### config.mk
export PLATFORM = sky130hd
export DESIGN_NAME = mos_output_selector
export DESIGN_NICKNAME = d
export VERILOG_FILES = /design/src/core/mos_cond_mux.v /design/src/core/mos_freq_detect.v /design/src/core/mos_output_selector.v
export VERILOG_INCLUDE_DIRS = /design/src /design/src/core
export SDC_FILE = /design/constraint.sdc
export NUM_CORES = 1
export LEC_CHECK = 0
export ABC_AREA = 1
export BUFFER_PORTS_ARGS = -buffer_cell sky130_fd_sc_hd__buf_4
export CAP_MARGIN = 10
export CELL_PAD_IN_SITES_DETAIL_PLACEMENT = 1
export CELL_PAD_IN_SITES_GLOBAL_PLACEMENT = 2
export CORE_MARGIN = 1
export CORE_UTILIZATION = 32
export CTS_CLUSTER_DIAMETER = 40
export DETAILED_ROUTE_END_ITERATION = 8
export PLACE_DENSITY_LB_ADDON = 0.3
export SLEW_MARGIN = 20
export SYNTH_ARGS = -nofsm -noshare
export SYNTH_HDL_FRONTEND = slang
export SYNTH_HIERARCHICAL = 1
export SYNTH_SLANG_ARGS = --single-unit
### constraint.sdc
create_clock -name clk -period 6 [get_ports clk]
set_clock_uncertainty 0.15 [all_clocks]
set_input_delay 1.8 -clock clk [delete_from_list [all_inputs] [get_ports clk]]
set_output_delay 1.8 -clock clk [all_outputs]
set_load 0.01 [all_outputs]
### src/core/mos_defs.vh
`ifndef MOS_DEFS_VH
`define MOS_DEFS_VH

// register byte offsets
`define MOS_REG_LEVEL 8'h00
`define MOS_REG_BANDWIDTH 8'h04
`define MOS_REG_MAXFREQ 8'h08
`define MOS_REG_SELECT 8'h0c
`define MOS_REG_FAULTMASK 8'h10
`define MOS_REG_STATUS 8'h14
`define MOS_REG_ERROR 8'h18

// frequencies are held in 0.1 Hz steps
`define MOS_FREQ_W 16
`define MOS_FREQ_LIMIT 16'h0fa0
`define MOS_LEVEL_RST 16'h012c
`define MOS_BANDWIDTH_RST 16'h0064
`define MOS_MAXFREQ_RST 16'h0258

// selector field layout and codes
`define MOS_SEL_W 5
`define MOS_SEL_TR_LSB 0
`define MOS_SEL_RL_LSB 8
`define MOS_SEL_MAX 5'h11
`define MOS_SEL_TR_RST 5'h0c
`define MOS_SEL_RL_RST 5'h11
`define MOS_NUM_COND 18

// condition codes
`define MOS_C_SPEED_MATCH 0
`define MOS_C_LEVEL_MATCH 1
`define MOS_C_LEVEL_WINDOW 2
`define MOS_C_THRESHOLD 3
`define MOS_C_THRESHOLD_INV 4
`define MOS_C_OVERLOAD_WARN 5
`define MOS_C_DRIVE_OVERLOAD 6
`define MOS_C_STALL 7
`define MOS_C_OVERVOLT 8
`define MOS_C_LOWVOLT 9
`define MOS_C_HEATSINK 10
`define MOS_C_CMD_LOST 11
`define MOS_C_RUN 12
`define MOS_C_STOP 13
`define MOS_C_STEADY 14
`define MOS_C_SEARCH 15
`define MOS_C_WAIT_RUN 16
`define MOS_C_FAULT 17

// fault relay mask
`define MOS_MASK_W 3
`define MOS_MASK_RST 3'h2
`define MOS_MASK_LV 0
`define MOS_MASK_TRIP 1
`define MOS_MASK_RESTART 2

// status and error bits
`define MOS_ST_TR 0
`define MOS_ST_RL 1
`define MOS_ST_FDT_LSB 2
`define MOS_ERR_REFUSED 0

`endif

### src/core/mos_cond_mux.v
`timescale 1ns/100ps
`include "mos_defs.vh"

module mos_cond_mux #(
    parameter NC = `MOS_NUM_COND,
    parameter SW = `MOS_SEL_W
) (
    input wire [NC-1:0] condVec,
    input wire [SW-1:0] sel,
    output wire selOut
);
    // codes past the table give a quiet output rather than an x
    assign selOut = (sel < NC) ? condVec[sel] : 1'b0;
endmodule // mos_cond_mux

### src/core/mos_freq_detect.v
`timescale 1ns/100ps
`include "mos_defs.vh"

module mos_freq_detect #(
    parameter FW = `MOS_FREQ_W
) (
    input wire clk,
    input wire rst,
    input wire [FW-1:0] presetFreq,
    input wire [FW-1:0] runFreq,
    input wire [FW-1:0] level,
    input wire [FW-1:0] bandwidth,
    output wire speedMatch,
    output wire levelMatch,
    output wire levelWindow,
    output wire levelThreshold
);
    wire [FW-1:0] halfBand;
    wire [FW-1:0] diffPreset;
    wire [FW-1:0] diffLevel;
    wire [FW:0] lowEdge;
    reg thresh_q;
    wire thresh_d;

    // absolute differences, no sign bit needed as operands are unsigned
    assign halfBand = bandwidth >> 1;
    assign diffPreset = (presetFreq > runFreq) ? presetFreq - runFreq : runFreq - presetFreq;
    assign diffLevel = (level > runFreq) ? level - runFreq : runFreq - level;
    assign speedMatch = diffPreset <= halfBand;
    assign levelMatch = (presetFreq == level) && speedMatch;
    assign levelWindow = diffLevel <= halfBand;

    // extra bit keeps level minus half band from wrapping below zero
    assign lowEdge = {1'b0, level} - {1'b0, halfBand};
    // rising needs the full level, falling holds while above the low edge and drops at it
    assign thresh_d = (runFreq >= level) ||
        (thresh_q && (lowEdge[FW] || ({1'b0, runFreq} > lowEdge)));
    assign levelThreshold = thresh_q;

    // one flop of hysteresis memory
    always @(posedge clk)
    begin
        if (rst)
            thresh_q <= 1'b0;
        else
            thresh_q <= thresh_d;
    end
endmodule // mos_freq_detect

### src/core/mos_output_selector.v
// Chosen here: register access over Avalon-MM and the placing of the registers.
`timescale 1ns/100ps
`include "mos_defs.vh"

module mos_output_selector #(
    parameter FW = `MOS_FREQ_W,
    parameter AW = 8
) (
    input wire clk,
    input wire rst,
    input wire [AW-1:0] address,
    input wire read,
    input wire write,
    input wire [31:0] writedata,
    input wire [3:0] byteenable,
    output wire [31:0] readdata,
    output wire waitrequest,
    input wire [FW-1:0] presetFreq,
    input wire [FW-1:0] outputFreq,
    input wire accelerating,
    input wire decelerating,
    input wire overloadWarning,
    input wire driveOverload,
    input wire stallActive,
    input wire overvoltageTrip,
    input wire lowvoltageTrip,
    input wire heatsinkOvertemp,
    input wire otherTrip,
    input wire commandLost,
    input wire runCommand,
    input wire outputActive,
    input wire speedSearch,
    input wire [7:0] autoRestartTries,
    output wire transistorOutput,
    output wire relayOutput
);
    reg [FW-1:0] level_q;
    reg [FW-1:0] bandwidth_q;
    reg [FW-1:0] maxFreq_q;
    reg [`MOS_SEL_W-1:0] trSel_q;
    reg [`MOS_SEL_W-1:0] rlSel_q;
    reg [`MOS_MASK_W-1:0] faultMask_q;
    reg refused_q;
    reg refused_d;
    reg waitreq_q;
    reg [31:0] readdata_q;
    reg [31:0] readdata_d;
    reg trOut_q;
    reg rlOut_q;
    wire accept;
    wire writeNow;
    wire [31:0] wrMerged;
    reg [31:0] regOld;
    wire [FW-1:0] wrFreq;
    wire [`MOS_SEL_W-1:0] wrTrSel;
    wire [`MOS_SEL_W-1:0] wrRlSel;
    wire speedMatch;
    wire levelMatch;
    wire levelWindow;
    wire levelThreshold;
    wire faultActive;
    wire anyTrip;
    wire trSelOut;
    wire rlSelOut;
    wire [`MOS_NUM_COND-1:0] condVec;
    wire [31:0] statusWord;

    // one wait state: waitrequest drops on the cycle after a request arrives
    assign accept = (read || write) && waitreq_q;
    assign writeNow = write && !waitreq_q;
    assign waitrequest = waitreq_q;
    assign readdata = readdata_q;
    assign transistorOutput = trOut_q;
    assign relayOutput = rlOut_q;

    // waitrequest idles high; the request edge drops it for one cycle only
    always @(posedge clk)
    begin
        if (rst)
            waitreq_q <= 1'b1;
        else
            waitreq_q <= !accept;
    end

    // current value of the addressed register, for byte-lane merging
    always @*
    begin
        case (address)
            `MOS_REG_LEVEL: regOld = {{(32-FW){1'b0}}, level_q};
            `MOS_REG_BANDWIDTH: regOld = {{(32-FW){1'b0}}, bandwidth_q};
            `MOS_REG_MAXFREQ: regOld = {{(32-FW){1'b0}}, maxFreq_q};
            `MOS_REG_SELECT: regOld = {19'h0, rlSel_q, 3'h0, trSel_q};
            `MOS_REG_FAULTMASK: regOld = {29'h0, faultMask_q};
            default: regOld = 32'h0;
        endcase
    end

    // only enabled byte lanes change; others keep the stored value
    assign wrMerged = {byteenable[3] ? writedata[31:24] : regOld[31:24],
                       byteenable[2] ? writedata[23:16] : regOld[23:16],
                       byteenable[1] ? writedata[15:8] : regOld[15:8],
                       byteenable[0] ? writedata[7:0] : regOld[7:0]};

    // candidate values, range-checked before anything is stored
    assign wrFreq = wrMerged[FW-1:0];
    assign wrTrSel = wrMerged[`MOS_SEL_TR_LSB+`MOS_SEL_W-1:`MOS_SEL_TR_LSB];
    assign wrRlSel = wrMerged[`MOS_SEL_RL_LSB+`MOS_SEL_W-1:`MOS_SEL_RL_LSB];

    // settings; an out-of-range write leaves the old value and flags it
    always @(posedge clk)
    begin
        if (rst)
        begin
            level_q <= `MOS_LEVEL_RST;
            bandwidth_q <= `MOS_BANDWIDTH_RST;
            maxFreq_q <= `MOS_MAXFREQ_RST;
            // pins come up on run indication and fault relay
            trSel_q <= `MOS_SEL_TR_RST;
            rlSel_q <= `MOS_SEL_RL_RST;
            faultMask_q <= `MOS_MASK_RST;
        end
        else if (writeNow)
        begin
            case (address)
                `MOS_REG_LEVEL:
                begin
                    if (wrFreq <= `MOS_FREQ_LIMIT && wrFreq <= maxFreq_q)
                        level_q <= wrFreq;
                end
                `MOS_REG_BANDWIDTH:
                begin
                    if (wrFreq <= `MOS_FREQ_LIMIT && wrFreq <= maxFreq_q)
                        bandwidth_q <= wrFreq;
                end
                `MOS_REG_MAXFREQ:
                begin
                    if (wrFreq <= `MOS_FREQ_LIMIT)
                        maxFreq_q <= wrFreq;
                end
                `MOS_REG_SELECT:
                begin
                    if (wrTrSel <= `MOS_SEL_MAX && wrRlSel <= `MOS_SEL_MAX)
                    begin
                        trSel_q <= wrTrSel;
                        rlSel_q <= wrRlSel;
                    end
                end
                // every three-bit mask is legal, so nothing is refused here
                `MOS_REG_FAULTMASK: faultMask_q <= wrMerged[`MOS_MASK_W-1:0];
                default: ;
            endcase
        end
    end

    // refused flag: a new refusal in the clearing cycle wins over the clear
    always @*
    begin
        refused_d = refused_q;
        // the clear comes first so that a refusal below overrides it
        if (writeNow && address == `MOS_REG_ERROR && byteenable[0] &&
            writedata[`MOS_ERR_REFUSED])
            refused_d = 1'b0;
        if (writeNow)
        begin
            case (address)
                `MOS_REG_LEVEL, `MOS_REG_BANDWIDTH:
                    if (wrFreq > `MOS_FREQ_LIMIT || wrFreq > maxFreq_q)
                        refused_d = 1'b1;
                `MOS_REG_MAXFREQ:
                    if (wrFreq > `MOS_FREQ_LIMIT)
                        refused_d = 1'b1;
                `MOS_REG_SELECT:
                    if (wrTrSel > `MOS_SEL_MAX || wrRlSel > `MOS_SEL_MAX)
                        refused_d = 1'b1;
                default: ;
            endcase
        end
    end

    // sticky until software writes a one to clear it
    always @(posedge clk)
    begin
        if (rst)
            refused_q <= 1'b0;
        else
            refused_q <= refused_d;
    end

    // frequency comparisons on the running output frequency
    mos_freq_detect #(
        .FW(FW)
    ) uFreqDetect (
        .clk(clk),
        .rst(rst),
        .presetFreq(presetFreq),
        .runFreq(outputFreq),
        .level(level_q),
        .bandwidth(bandwidth_q),
        .speedMatch(speedMatch),
        .levelMatch(levelMatch),
        .levelWindow(levelWindow),
        .levelThreshold(levelThreshold)
    );

    // fault relay function built from the mask bits
    assign anyTrip = lowvoltageTrip || otherTrip;
    assign faultActive = (faultMask_q[`MOS_MASK_LV] && lowvoltageTrip) ||
        (faultMask_q[`MOS_MASK_TRIP] && otherTrip) ||
        (faultMask_q[`MOS_MASK_RESTART] && (autoRestartTries != 8'h00));

    // condition table indexed by selector code
    assign condVec[`MOS_C_SPEED_MATCH] = speedMatch;
    assign condVec[`MOS_C_LEVEL_MATCH] = levelMatch;
    assign condVec[`MOS_C_LEVEL_WINDOW] = levelWindow;
    assign condVec[`MOS_C_THRESHOLD] = levelThreshold;
    assign condVec[`MOS_C_THRESHOLD_INV] = !levelThreshold;
    assign condVec[`MOS_C_OVERLOAD_WARN] = overloadWarning;
    assign condVec[`MOS_C_DRIVE_OVERLOAD] = driveOverload;
    assign condVec[`MOS_C_STALL] = stallActive;
    assign condVec[`MOS_C_OVERVOLT] = overvoltageTrip;
    assign condVec[`MOS_C_LOWVOLT] = lowvoltageTrip;
    assign condVec[`MOS_C_HEATSINK] = heatsinkOvertemp;
    assign condVec[`MOS_C_CMD_LOST] = commandLost;
    assign condVec[`MOS_C_RUN] = runCommand && outputActive;
    assign condVec[`MOS_C_STOP] = !runCommand && !outputActive;
    assign condVec[`MOS_C_STEADY] = outputActive && !accelerating && !decelerating;
    assign condVec[`MOS_C_SEARCH] = speedSearch;
    assign condVec[`MOS_C_WAIT_RUN] = !anyTrip && !runCommand;
    assign condVec[`MOS_C_FAULT] = faultActive;

    // one selector per output terminal
    mos_cond_mux uTrMux (
        .condVec(condVec),
        .sel(trSel_q),
        .selOut(trSelOut)
    );

    // the relay shares the table; both pins may pick the same code
    mos_cond_mux uRlMux (
        .condVec(condVec),
        .sel(rlSel_q),
        .selOut(rlSelOut)
    );

    // outputs follow the selected condition each cycle, one flop late
    always @(posedge clk)
    begin
        if (rst)
        begin
            trOut_q <= 1'b0;
            rlOut_q <= 1'b0;
        end
        else
        begin
            trOut_q <= trSelOut;
            rlOut_q <= rlSelOut;
        end
    end

    // live view of both pins and the four frequency comparisons
    assign statusWord = {26'h0, levelThreshold, levelWindow, levelMatch, speedMatch,
                         rlOut_q, trOut_q};

    // read data is loaded as waitrequest drops, so it stands at the handshake edge
    always @*
    begin
        case (address)
            `MOS_REG_STATUS: readdata_d = statusWord;
            `MOS_REG_ERROR: readdata_d = {31'h0, refused_q};
            default: readdata_d = regOld;
        endcase
    end

    // only a taken read reloads it, so the word stands until the next read
    always @(posedge clk)
    begin
        if (rst)
            readdata_q <= 32'h0;
        else if (accept && read)
            readdata_q <= readdata_d;
    end
endmodule // mos_output_selector

==> flow_metrics.py, run 1 <==
metrics = {
    "outcome": {
        "outcome": "finished, final reports clean",
    },
    "place": {
        "io_buffers": 101,
        "dpl.hpwl_mm": 37.0,
        "dp_worst_setup_slack_ns": -0.0962,
        "finalWeightedCongestion": 0.957,
    },
    "sta": {
        "holdWs_ns": 0.312,
        "layout_min_cycle_time_ns": 5.70,
        "fin_crit_sh_pct": 95.0,
        "slew_viol_final": 0,
        "worst_slew_pin_slew_ns": 0.880,
        "rsz0062_at_grt": "false",
        "fin_tns_setup_ns": 0,
        "relSlewSlack_pct": 41.1,
        "hold_violations": 0,
        "setup_viol": 0,
        "setup_ws_ns": 0.298,
        "fmax_mhz": 175,
    },
    "layout": {
        "final_core_util_pct": 39.3,
        "syn_to_final_growth_pct": 20.1,
        "fillers": 4586,
        "nNetsFinal": 2232,
        "diodes": 0,
        "drive_gt1_share_pct": 17.2,
    },
    "worst_setup_path": {
        "startpoint": "outputFreq[0]",
        "cp_data_arrival_time_ns": 5.77,
        "start_kind": "primary input",
        "crit_slowest_cell": "ha_1",
        "criticalPathCategory": "in2reg",
        "critPathMaxStageDelay_ns": 0.30,
        "crit_end": "transistorOutput",
        "rr_startpoint": "level_q[0]",
        "r2r-end": "transistorOutput",
        "r2r_cells": 36,
        "reg2reg_slack_ns": 1.33,
        "endpoint_kind": "register",
        "path_common_cell": "nand2_1",
        "required_ns": 6.07,
        "crit_fanout": 12,
    },
    "yosys": {
        "ys_top_cells_by_area": "nand2_1 17%, ha_1 16%, dfxtp_1 15%, inv_1 9.7%, nand3_1 6.4%",
        "netlist_instances": 1797,
        "synth_top_area_cell": "nand2_1",
        "synth_cell_type_count": 61,
        "synthesis.area_um2": 11000,
        "synthTopCellsByCount": "500 x nand2_1, 285 x inv_1, 141 x nand3_1",
        "ys_warn_count": 6,
        "synth_ff_type": "dfxtp_1",
        "synth_area_per_cell_um2": 6.13,
        "yosysMostFrequentCell": "nand2_1",
        "synth_top_area_share_pct": 17.0,
        "ys_seq_area_share_pct": 14.9,
        "synth_edf_count": 0,
        "ys_async_sr_fraction_pct": 0,
        "ys_seq_elements": 82,
    },
    "floorplanning": {
        "io_pins": 136,
        "initial_core_util_pct": 32.7,
        "core_um2": 33700,
        "die-area_um2": 35200,
        "rows": 67,
        "die_w_um": 188,
        "die_y_um": 188,
    },
    "grt": {
        "antenna_found_initial": 0,
        "grt_pass1_wl_mm": 68.3,
        "grt-ovfl-total": 0,
        "grt_max_degree": 54,
        "grt_pass1_vias": 12600,
        "grt_use_total_pct": 24.8,
    },
    "clocking": {
        "post_cts_buffers": 0,
        "htree_levels": 3,
        "cts_tree": "done",
        "insertion_delay_ns": 0.34,
        "clockBufferDepth": 2,
        "cts_sinks": 82,
        "cts_root_buf": "clkbuf_16",
        "postCtsHoldBufs": 0,
        "cts_made_buffers": 9,
        "clk_pin_slew_ns": 0.07,
    },
    "routing": {
        "drc": 0,
        "dr.pass1.iters": 5,
        "vias_per_cell": 4.96,
        "wire_per_inst_um": 17.8,
        "vias": 12100,
        "drtIter0Drc": 439,
        "final_antenna_net_count": 0,
        "drt-total-wl_mm": 43.4,
    },
    "power_and_ir_drop": {
        "p_per_area_nw_per_um2": 141,
        "vdd_drop_max_mv": 0.177,
        "power.total_mw": 1.87,
        "power.static_leakage_nw": 7.27,
    },
    "min_path": {
        "min_path_type": "reg2reg",
    },
    "flow_run": {
        "drv_cap": 0,
    },
}
logic make-up (layout without fill, tap and decap cells):
logic type	after synthesis	in the layout	share of synthesized area, %
xor+xnor	64	64	5.09
simple gates	881	881	35.2
buf+inv	371	550	14.6
fa+ha+maj	145	145	16.8
other cells	1	16	0.0341
compound gates	253	253	13.3
flops	82	82	14.9
registers in the layout, summed over array words and instances (netlist names):
signal / count
level_q: 16
waitrequest: 1
readdata: 16
maxFreq_q: 16
refused_q: 1
bandwidth_q: 16
trSel_q: 5
relayOutput: 1
uFreqDetect/levelThreshold: 1
faultMask_q: 3
transistorOutput: 1
rlSel_q: 5
per-stage QoR:
stage / cells / area, um^2
final: 2439 / 13200
after detailed placement: 2423 / 12900
after global placement: 2423 / 12900
after CTS: 2439 / 13200
after global routing: 2439 / 13200
after floorplan: 1812 / 11100
layout make-up:
type | instances | area, um^2 | area share (%)
multi-input combinational | 1359 | 7840 | 59.3
timing repair buffer | 217 | 1650 | 12.5
sequential | 82 | 1640 | 12.4
inverter | 317 | 1210 | 9.13
tap | 448 | 561 | 4.24
clock buffer | 9 | 225 | 1.70
clock inverter | 7 | 101 | 0.766
layout by cell type (no fill, tap or decap), types with 18 or more instances in the layout:
cell type and instances:
ha_1 139, xor2_1 54, nand2_2 31, inv_2 28, nand3_1 141, inv_1 284, nand2_1 499, dfxtp_1 82
o21ai_0 48, buf_4 215, nand4_1 19, a21oi_1 122, nor2_1 127, nor3_1 18
report_power, final:
part,switching (mW),total (mW),internal [mW]
Clock,0.253,0.622,0.369
Combinational,0.425,0.694,0.268
Sequential,0.00292,0.550,0.547
worst min path at each step:
stage	start	endpoint	slack [ns]	cells past startpoint
detailed placement	bandwidth_q[12]	bandwidth_q[12]	0.31	2
global route	bandwidth_q[12]	bandwidth_q[12]	0.32	2
global placement	bandwidth_q[12]	bandwidth_q[12]	0.29	2
CTS	bandwidth_q[12]	bandwidth_q[12]	0.32	2
finish	bandwidth_q[13]	bandwidth_q[13]	0.31	2
floorplan	bandwidth_q[12]	bandwidth_q[12]	0.28	2
worst max-delay path, delay by kind of cell:
kind | cells | cell delay, ns
compound gates | 3 | 0.67
xor+xnor | 1 | 0.19
fa+ha+maj | 3 | 0.76
buf+inv | 7 | 0.78
simple gates | 19 | 1.60
metal layers:
layer | vias up | global-route usage [%] | routed length (um)
met5 | - | 0 | 0
met4 | 0 | 9.66 | 1540
met3 | 68 | 1.53 | 1030
met2 | 209 | 45.7 | 21800
met1 | 5770 | 29.8 | 19100
li1 | 6061 | - | -
repair_timing:
item                                    4_1_cts  5_1_grt
hold endpoints to repair                      0        0
endpoints found under the setup margin        0        3
gates resized for setup                       0        7
Power figures use the tool's default switching activity.
==> run 2, diff against run 1 <==
--- a/config.mk
+++ b/config.mk
@@ -7,14 +7,14 @@
 export NUM_CORES = 1
 export LEC_CHECK = 0
 export ABC_AREA = 1
-export BUFFER_PORTS_ARGS = -buffer_cell sky130_fd_sc_hd__buf_4
 export CAP_MARGIN = 10
 export CELL_PAD_IN_SITES_DETAIL_PLACEMENT = 1
 export CELL_PAD_IN_SITES_GLOBAL_PLACEMENT = 2
 export CORE_MARGIN = 1
-export CORE_UTILIZATION = 32
+export CORE_UTILIZATION = 35
 export CTS_CLUSTER_DIAMETER = 40
 export DETAILED_ROUTE_END_ITERATION = 8
+export DONT_BUFFER_PORTS = 1
 export PLACE_DENSITY_LB_ADDON = 0.3
 export SLEW_MARGIN = 20
 export SYNTH_ARGS = -nofsm -noshare
==> flow_metrics.py, run 2 (synthesis gave the netlist of run 1 again) <==
metrics = {
    "worst_setup_path": {
        "crit_slowest_cell": "ha_1",
        "rr_startpoint": "level_q[15]",
        "endpoint_kind": "register",
        "required_ns": 6.09,
        "startpoint": "presetFreq[12]",
        "critPathMaxStageDelay_ns": 0.38,
        "start_kind": "primary input",
        "cp_data_arrival_time_ns": 5.59,
        "criticalPathCategory": "in2reg",
        "path_common_cell": "nand2_1",
        "crit_fanout": 11,
    },
    "layout": {
        "drive_gt1_share_pct": 9.08,
        "layout_commonest_cell": "nand2_1",
        "syn_to_final_growth_pct": 7.19,
        "multiInputGateArea_um2": 7820,
        "diodes": 0,
        "nNetsFinal": 2059,
        "mostFrequentLayoutCells": "500 x nand2_1, 285 x inv_1, 141 x nand3_1, 140 x ha_1, 127 x nor2_1",
        "fillers": 4171,
        "ff_latch_area_um2": 1640,
    },
    "clocking": {
        "cts_tree": "done",
        "cts_sinks": 82,
        "insertion_delay_ns": 0.35,
        "cts_made_buffers": 9,
        "clk_pin_slew_ns": 0.06,
        "cts_root_buf": "clkbuf_16",
        "clockBufferDepth": 2,
        "post_cts_buffers": 0,
        "htree_levels": 3,
    },
    "power_and_ir_drop": {
        "p_int_mw": 1.03,
        "p_per_area_nw_per_um2": 141,
        "p_clk_share_pct": 32.2,
        "net-switching-power_mw": 0.628,
        "swShare_pct": 37.8,
        "vdd_drop_max_mv": 0.0944,
        "pwr-share-comb_pct": 34.6,
        "pwr-share-seq_pct": 33.2,
        "power.static_leakage_nw": 6.40,
    },
    "routing": {
        "vias": 11500,
        "vias_per_cell": 5.17,
        "wire_per_inst_um": 18.8,
        "drc": 0,
        "dr.pass1.iters": 8,
        "drtIter0Drc": 480,
        "final_antenna_net_count": 0,
        "drt-total-wl_mm": 41.6,
    },
    "grt": {
        "grt-ovfl-total": 0,
        "grt_pass1_wl_mm": 64.1,
        "grt_pass1_vias": 11600,
        "grt_use_total_pct": 26.2,
        "grt_max_degree": 42,
        "antenna_found_initial": 0,
    },
    "outcome": {
        "outcome": "finished, final reports clean",
    },
    "floorplanning": {
        "die_y_um": 179,
        "initial_core_util_pct": 35.8,
        "core_um2": 30700,
        "die_w_um": 179,
        "die-area_um2": 32200,
        "io_pins": 136,
        "rows": 64,
    },
    "sta": {
        "fin_crit_sh_pct": 91.7,
        "setup_ws_ns": 0.500,
        "hold_violations": 0,
        "slew_viol_final": 0,
        "worst_slew_pin_slew_ns": 0.935,
        "layout_min_cycle_time_ns": 5.50,
        "setup_viol": 0,
        "fmax_mhz": 182,
        "relSlewSlack_pct": 37.4,
        "fin_tns_setup_ns": 0,
        "rsz0062_at_grt": "false",
    },
    "flow_run": {
        "drv_cap": 0,
    },
    "place": {
        "io_buffers": 0,
        "dpl.hpwl_mm": 35.5,
        "finalWeightedCongestion": 0.930,
        "dp_worst_setup_slack_ns": 0.0422,
    },
    "min_path": {
        "min_from": "bandwidth_q[12]",
        "min_path_type": "reg2reg",
    },
}
==> run 2: worst paths after layout <==
check	to	slack, ns	cells after the start
worst min register to register	bandwidth_q[12]	0.32	2
worst max-delay path	relayOutput	0.50	36
worst max register to register	relayOutput	1.39	29
worst min-delay path	bandwidth_q[12]	0.32	2
==> run 2: metal layers <==
metal	vias up	global-route usage (%)	share of wire [%]
met5	-	0	0
met4	0	7.91	2.6
met3	45	2.68	3.9
met2	231	47.9	50
met1	5442	32.2	43
li1	5732	-	-
==> run 2: through the flow <==
stage	utilization (%)	std cells	total power, mW	cell area (um^2)	hold WS [ns]
5_1_grt	38.4	2214	1.78	11800	0.329
4_1_cts	38.4	2214	1.68	11800	0.327
2_1_floorplan	-	1812	0.974	11100	0.280
6_report	38.4	2214	1.66	11800	0.321
3_3_place_gp	37.5	2198	1.12	11500	0.292
3_5_place_dp	37.5	2198	1.14	11500	0.316
==> run 2: repair_timing <==
| item | 4_1_cts | 5_1_grt |
|---|---|---|
| hold buffers | 0 | 0 |
| setup endpoints to repair | 0 | 2 |
| resized for setup | 0 | 1 |
==> run 2: critical path: cells and delay by family <==
family	cells	cell delay [ns]
AOI/OAI and AO/OA	1	0.11
adders and majority gates	2	0.69
buffers and inverters	7	0.66
and+or+nand+nor	26	2.32
==> run 2: power by group through the flow <==
stage          Clock, mW  Combinational, mW  Sequential, mW
2_1_floorplan          0              0.411           0.563
3_3_place_gp           0              0.557           0.564
3_5_place_dp           0              0.571           0.564
4_1_cts            0.547              0.576           0.552
5_1_grt            0.577              0.648           0.552
6_report           0.536              0.575           0.552
==> run 2: layout make-up <==
class                   instances  share of cell area, %
multi-input cells            1359                   66.2
flip-flops and latches         82                   13.9
inverters                     317                   10.2
well taps                     396                   4.20
repair buffers                 44                   3.01
clock buffers                   9                   1.91
clock inverters                 7                  0.509
